### src/include/dmc_pkg.sv
package dmc_pkg;

  // Command codes on the one-byte serial display link.
  localparam logic [7:0] DMC_SER_SLEEP_ENTRY = 8'h10;
  localparam logic [7:0] DMC_SER_SLEEP_EXIT  = 8'h11;
  localparam logic [7:0] DMC_SER_PARTIAL     = 8'h12;
  localparam logic [7:0] DMC_SER_NORMAL      = 8'h13;
  localparam logic [7:0] DMC_SER_INV_CLEAR   = 8'h20;
  localparam logic [7:0] DMC_SER_INV_SET     = 8'h21;

  // Low byte of a 16-bit command word; the opcode sits in the high byte.
  localparam logic [7:0] DMC_WORD_LOW = 8'h00;

  // Reset values of the mode state.
  localparam logic DMC_RST_ASLEEP   = 1'b1;
  localparam logic DMC_RST_PARTIAL  = 1'b0;
  localparam logic DMC_RST_INVERTED = 1'b0;

  // Host wait times and their cycle counts at 25 MHz.
  localparam int DMC_CLK_HZ          = 25000000;
  localparam int DMC_SLEEP_IN_MS     = 5;
  localparam int DMC_SLEEP_OUT_MS    = 120;
  localparam int DMC_SLEEP_IN_CYC    = DMC_CLK_HZ / 1000 * DMC_SLEEP_IN_MS;
  localparam int DMC_SLEEP_OUT_CYC   = DMC_CLK_HZ / 1000 * DMC_SLEEP_OUT_MS;
  localparam int DMC_CNT_W           = 22;

  // Decoded command kinds.
  typedef enum logic [2:0] {
    DMC_CMD_NONE        = 3'b000,
    DMC_CMD_SLEEP_ENTRY = 3'b001,
    DMC_CMD_SLEEP_EXIT  = 3'b010,
    DMC_CMD_PARTIAL     = 3'b011,
    DMC_CMD_NORMAL      = 3'b100,
    DMC_CMD_INV_CLEAR   = 3'b101,
    DMC_CMD_INV_SET     = 3'b110
  } dmc_cmd_t;

endpackage : dmc_pkg
### src/core/dmc_decode.sv
`timescale 1ns/10ps
// Maps a serial byte or a 16-bit word onto a command kind.
module dmc_decode
  import dmc_pkg::*;
(
  // Command input.
  input  wire logic        wide_i,
  input  wire logic [15:0] code_i,
  // Decoded kind.
  output dmc_cmd_t         cmd_o
);

  logic [7:0] op;
  logic       shape_ok;

  // Serial codes use the low byte; wide codes need a zero low byte.
  assign op       = wide_i ? code_i[15:8] : code_i[7:0];
  assign shape_ok = wide_i ? (code_i[7:0] == DMC_WORD_LOW)
                           : (code_i[15:8] == DMC_WORD_LOW);

  // Opcode table.
  always_comb begin
    cmd_o = DMC_CMD_NONE;
    if (shape_ok) begin
      case (op)
        DMC_SER_SLEEP_ENTRY: cmd_o = DMC_CMD_SLEEP_ENTRY;
        DMC_SER_SLEEP_EXIT:  cmd_o = DMC_CMD_SLEEP_EXIT;
        DMC_SER_PARTIAL:     cmd_o = DMC_CMD_PARTIAL;
        DMC_SER_NORMAL:      cmd_o = DMC_CMD_NORMAL;
        DMC_SER_INV_CLEAR:   cmd_o = DMC_CMD_INV_CLEAR;
        DMC_SER_INV_SET:     cmd_o = DMC_CMD_INV_SET;
        default:             cmd_o = DMC_CMD_NONE;
      endcase
    end
  end

endmodule : dmc_decode

### src/core/dmc_mode_ctrl.sv
`timescale 1ns/10ps
module dmc_mode_ctrl
  import dmc_pkg::*;
(
  // Clock and reset.
  input  wire logic        clk_i,
  input  wire logic        rst_n_i,
  // Software reset command, one-cycle pulse.
  input  wire logic        soft_rst_i,
  // Command strobe and code.
  input  wire logic        cmd_valid_i,
  input  wire logic        cmd_wide_i,
  input  wire logic [15:0] cmd_code_i,
  // Mode state.
  output logic             asleep_o,
  output logic             partial_o,
  output logic             inverted_o,
  // Frame-boundary update strobe and host timing status.
  output logic             mode_update_o,
  output logic             host_wait_o,
  output logic             timing_err_o
);

  dmc_cmd_t               cmd;
  logic                   take;
  logic                   asleep_q;
  logic                   partial_q;
  logic                   inverted_q;
  logic                   upd_q;
  logic [DMC_CNT_W-1:0]   in_cnt_q;
  logic [DMC_CNT_W-1:0]   out_cnt_q;
  logic                   err_q;

  // Command decoder.
  dmc_decode u_decode (
    .wide_i (cmd_wide_i),
    .code_i (cmd_code_i),
    .cmd_o  (cmd)
  );

  assign take = cmd_valid_i;

  // Sleep state; a command that matches the current state is ignored.
  always_ff @(posedge clk_i or negedge rst_n_i) begin
    if (!rst_n_i) begin
      asleep_q <= DMC_RST_ASLEEP;
    end else if (soft_rst_i) begin
      asleep_q <= DMC_RST_ASLEEP;
    end else if (take && cmd == DMC_CMD_SLEEP_ENTRY) begin
      asleep_q <= 1'b1;
    end else if (take && cmd == DMC_CMD_SLEEP_EXIT) begin
      asleep_q <= 1'b0;
    end
  end

  // Partial/normal state: one flag keeps the two modes exclusive.
  always_ff @(posedge clk_i or negedge rst_n_i) begin
    if (!rst_n_i) begin
      partial_q <= DMC_RST_PARTIAL;
    end else if (soft_rst_i) begin
      partial_q <= DMC_RST_PARTIAL;
    end else if (take && cmd == DMC_CMD_NORMAL) begin
      partial_q <= 1'b0;
    end else if (take && cmd == DMC_CMD_PARTIAL) begin
      partial_q <= 1'b1;
    end
  end

  // Inversion flag; frame memory is never touched here.
  always_ff @(posedge clk_i or negedge rst_n_i) begin
    if (!rst_n_i) begin
      inverted_q <= DMC_RST_INVERTED;
    end else if (soft_rst_i) begin
      inverted_q <= DMC_RST_INVERTED;
    end else if (take && cmd == DMC_CMD_INV_SET) begin
      inverted_q <= 1'b1;
    end else if (take && cmd == DMC_CMD_INV_CLEAR) begin
      inverted_q <= 1'b0;
    end
  end

  // Pulse when the partial/normal mode really changes, so the scan logic swaps
  // mode at a frame edge instead of mid-line; repeats give no pulse.
  always_ff @(posedge clk_i or negedge rst_n_i) begin
    if (!rst_n_i) begin
      upd_q <= 1'b0;
    end else begin
      upd_q <= (soft_rst_i && partial_q) ||
               (take && !soft_rst_i &&
                ((cmd == DMC_CMD_NORMAL && partial_q) ||
                 (cmd == DMC_CMD_PARTIAL && !partial_q)));
    end
  end

  // Wait after sleep entry: count down 5 ms.
  always_ff @(posedge clk_i or negedge rst_n_i) begin
    if (!rst_n_i) begin
      in_cnt_q <= '0;
    end else if (take && !soft_rst_i && !asleep_q &&
                 cmd == DMC_CMD_SLEEP_ENTRY) begin
      in_cnt_q <= DMC_CNT_W'(DMC_SLEEP_IN_CYC);
    end else if (in_cnt_q != '0) begin
      in_cnt_q <= in_cnt_q - 1'b1;
    end
  end

  // Wait after sleep exit: count down 120 ms.
  always_ff @(posedge clk_i or negedge rst_n_i) begin
    if (!rst_n_i) begin
      out_cnt_q <= '0;
    end else if (take && !soft_rst_i && asleep_q &&
                 cmd == DMC_CMD_SLEEP_EXIT) begin
      out_cnt_q <= DMC_CNT_W'(DMC_SLEEP_OUT_CYC);
    end else if (out_cnt_q != '0) begin
      out_cnt_q <= out_cnt_q - 1'b1;
    end
  end

  // Sticky flag when the host breaks a wait; cleared only by a reset.
  always_ff @(posedge clk_i or negedge rst_n_i) begin
    if (!rst_n_i) begin
      err_q <= 1'b0;
    end else if (take && ((in_cnt_q != '0) ||
             (out_cnt_q != '0 && cmd == DMC_CMD_SLEEP_ENTRY))) begin
      err_q <= 1'b1;
    end else if (soft_rst_i) begin
      err_q <= 1'b0;
    end
  end

  // Output drive.
  assign asleep_o      = asleep_q;
  assign partial_o     = partial_q;
  assign inverted_o    = inverted_q;
  assign mode_update_o = upd_q;
  assign host_wait_o   = (in_cnt_q != '0);
  assign timing_err_o  = err_q;
endmodule : dmc_mode_ctrl

### config.mk
export PLATFORM = sky130hd
export DESIGN_NAME = dmc_mode_ctrl
export DESIGN_NICKNAME = d
export VERILOG_FILES = /design/src/include/dmc_pkg.sv /design/src/core/dmc_decode.sv /design/src/core/dmc_mode_ctrl.sv
export SDC_FILE = /design/constraint.sdc
export NUM_CORES = 1
export LEC_CHECK = 0
export BUFFER_PORTS_ARGS = -buffer_cell sky130_fd_sc_hd__buf_2
export CAP_MARGIN = 30
export CORE_MARGIN = 2
export CORE_UTILIZATION = 57
export CTS_CLUSTER_DIAMETER = 40
export CTS_CLUSTER_SIZE = 20
export DETAILED_ROUTE_END_ITERATION = 10
export HOLD_SLACK_MARGIN = 0.08
export PLACE_DENSITY = 0.85
export SYNTH_ARGS = -nofsm -noshare
export SYNTH_HDL_FRONTEND = slang
export SYNTH_SLANG_ARGS = --single-unit
### constraint.sdc
create_clock -name clk_i -period 2.6 [get_ports clk_i]
set_clock_uncertainty 0.15 [all_clocks]
set_input_delay 0.39 -clock clk_i [delete_from_list [all_inputs] [get_ports clk_i]]
set_output_delay 0.39 -clock clk_i [all_outputs]
set_load 0.02 [all_outputs]
==> results.json <==
{
  "grt_pass1_vias": 2360,
  "die_y_um": 75.13,
  "r2r_start": "out_cnt_q[14]",
  "synth_edf_count": 0,
  "hold_path.class": "in2reg",
  "syn-num-nets": 337,
  "yosysUniqueCellTypes": 53,
  "setup_tns_ns": 0,
  "min_period_ns": 2.465,
  "rsz0062_at_grt": "no",
  "start_kind": "flip-flop",
  "crit_slowest_cell": "or4_1",
  "wire_per_inst_um": 14.17,
  "cp.depth": 5,
  "drive_gt1_share_pct": 17.04,
  "dr.pass1.iters": 5,
  "place.gp.congestion": 0.8797,
  "reg2reg_depth": 5,
  "ant_nets": 0,
  "drt_iter0_drc": 176,
  "port_buffers": 26,
  "critPathRequiredTime_ns": 2.63,
  "crit_buf_inv": 0,
  "nets": 380,
  "reg2reg_slack_ns": 0.14,
  "dp_hpwl_um": 4341,
  "synth_warnings": 0,
  "synth_area_um2": 2884,
  "drt-total-wl_um": 6024,
  "via_count": 2589,
  "clk_latency_ns": 0.29,
  "synth_async_sr_flop_share_pct": 100.0,
  "io_pins": 27,
  "ys_seq_area_share_pct": 42.56,
  "crit_family": "simple AND/OR/NAND/NOR gates",
  "dieArea_um2": 5645,
  "worst_slew_pin_slew_ns": 0.5077,
  "max_stage_delay_ns": 0.67,
  "clock_sinks": 49,
  "holdPathEnd": "inverted_o",
  "drv_slew": 0,
  "cts-htree-levels": 2,
  "hold_slack_ns": 0.1869,
  "clk_pin_slew_ns": 0.08,
  "start_util_pct": 60.26,
  "critPathCaptureType": "flip-flop",
  "hold_viol": 0,
  "drc_errors": 0,
  "cts-buffers-inserted": 5,
  "cts_tree": "yes",
  "min_path_cells": 2,
  "irDropWorstVdd_mv": 0.3009,
  "power_density_nw_per_um2": 420.5,
  "grt_usage_pct": 23.48,
  "coreArea_um2": 4786,
  "postSynthAreaPerCell_um2": 9.185,
  "synth_seq_cells": 49,
  "grt_pass1_wl_um": 10330,
  "slew_headroom_pct": 65.28,
  "r2r_end": "out_cnt_q[9]",
  "clockBufferDepth": 2,
  "die_width_um": 75.13,
  "insertedDiodeCount": 0,
  "worstSetupPathType": "reg2reg",
  "worstPathArrival_ns": 2.50,
  "power_leakage_nw": 1.176,
  "status": "completed",
  "ys.flop_type": "dfrtp_1",
  "fin_crit_sh_pct": 94.80,
  "path_max_fanout": 8,
  "maxCapViolCount": 0,
  "rows": 25,
  "min_from": "soft_rst_i",
  "grt_start_max_net_pins": 40,
  "final_common_cell": "dfrtp_1",
  "fmax_mhz": 405.7,
  "synth_cells": 314,
  "syn2layout_area_growth_pct": 15.36,
  "cp_cell_sequence": "or4_1 -> or4_4 -> o21ai_0 -> xor2_1 -> nand2_1",
  "grt_overflow": 0,
  "vias_per_cell": 6.092,
  "antenna_found_initial": 0,
  "cts_root_buffer": "clkbuf_8",
  "mostFrequentLayoutCells": "dfrtp_1, nor2_1, nand2_1, buf_2, xor2_1",
  "setup_viol": 0
}
## worst reg2reg max path, delay by kind of cell, from the launching register on
| family | cells | cell delay [ns] |
|---|---|---|
| AND/OR/NAND/NOR | 3 | 1.33 |
| flip-flops | 1 | 0.41 |
| XOR/XNOR | 1 | 0.18 |
| AO/OA/AOI/OAI | 1 | 0.28 |
## per-stage QoR
| stage | std cells | utilization (%) | total power [mW] | setup slack [ns] | area, um^2 |
|---|---|---|---|---|---|
| 2_1_floorplan | 314 | - | 0.8121 | 0.1595 | 2884 |
| 3_3_place_gp | 416 | 66.56 | 0.8575 | 0.2296 | 3186 |
| 3_5_place_dp | 416 | 66.56 | 0.8602 | 0.1446 | 3186 |
| 4_1_cts | 425 | 69.28 | 1.417 | 0.09799 | 3316 |
| 5_1_grt | 425 | 69.52 | 1.462 | 0.02158 | 3327 |
| 6_report | 425 | 69.52 | 1.399 | 0.1353 | 3327 |
## synthesized netlist by cell type (4+ instances only)
cell | number | area share, %
nand3b_1 | 4 | 1.0
xor2_1 | 20 | 6.1
o21ai_0 | 15 | 2.6
o31ai_1 | 7 | 1.8
nor3_1 | 7 | 1.2
o211ai_1 | 6 | 1.6
nand2_1 | 26 | 3.4
clkbuf_1 | 5 | 0.65
or4_1 | 10 | 2.6
nor3b_1 | 5 | 1.3
xnor2_1 | 9 | 2.7
nor2_1 | 28 | 3.6
inv_1 | 8 | 1.0
a21boi_0 | 4 | 1.0
nand4_1 | 8 | 1.7
dfrtp_1 | 48 | 42
nor4_1 | 12 | 2.6
a211oi_1 | 4 | 1.0
and2_1 | 8 | 1.7
or3_1 | 6 | 1.3
a21oi_1 | 12 | 2.1
nand3_1 | 16 | 2.8
## logic make-up (layout without fill, tap and decap cells)
family,after synthesis,in the layout,synth area share (%)
and+or+nand+nor,151,151,29.46
AOI/OAI and AO/OA,66,66,15.53
DFF,49,49,42.56
xor gates and xnor gates,29,29,8.807
buffers and inverters,16,60,2.430
adders and majority gates,2,2,0.8675
muxes,1,1,0.3471
## how the worst max path moves through the flow
stage	start	end
after floorplan	in_cnt_q[0]	host_wait_o
after global placement	out_cnt_q[14]	out_cnt_q[10]
after detailed placement	out_cnt_q[14]	out_cnt_q[9]
after CTS	in_cnt_q[0]	host_wait_o
after global routing	out_cnt_q[14]	out_cnt_q[3]
final	out_cnt_q[14]	out_cnt_q[9]
## cell type report
type / count / area (um^2)
Fill cell: 362 / 1459
Timing Repair Buffer: 44 / 267.8
Multi-Input combinational cell: 249 / 1598
Clock buffer: 6 / 82.58
Inverter: 8 / 30.03
Tap cell: 67 / 83.83
Sequential cell: 49 / 1227
Clock inverter: 2 / 37.54
## repair_timing
action | 4_1_cts | 5_1_grt
hold buffers | 1 | 0
hold endpoints to repair | 10 | 0
setup endpoints to repair | 0 | 1
buffers inserted | 0 | 0
resized for setup | 0 | 2
## sequential cells by signal, summed over array words and instances (netlist names)
signal	cells
in_cnt_q	22
asleep_o	1
partial_o	1
inverted_o	1
mode_update_o	1
out_cnt_q	22
timing_err_o	1
## where the power goes
group          internal, mW  leakage (nW)  switching (mW)
combinational        0.0279         0.617          0.0465
clock                 0.313        0.0574           0.240
sequential            0.766         0.502         0.00547
## routing by layer
layer	global-route usage, %	vias to the layer above	part of all wire, %
met5	0	-	0
met4	6.238	0	1.3
met3	4.685	10	5.7
met2	38.40	86	48
met1	32.14	1236	45
li1	-	1257	-
Power figures use the tool's default switching activity.
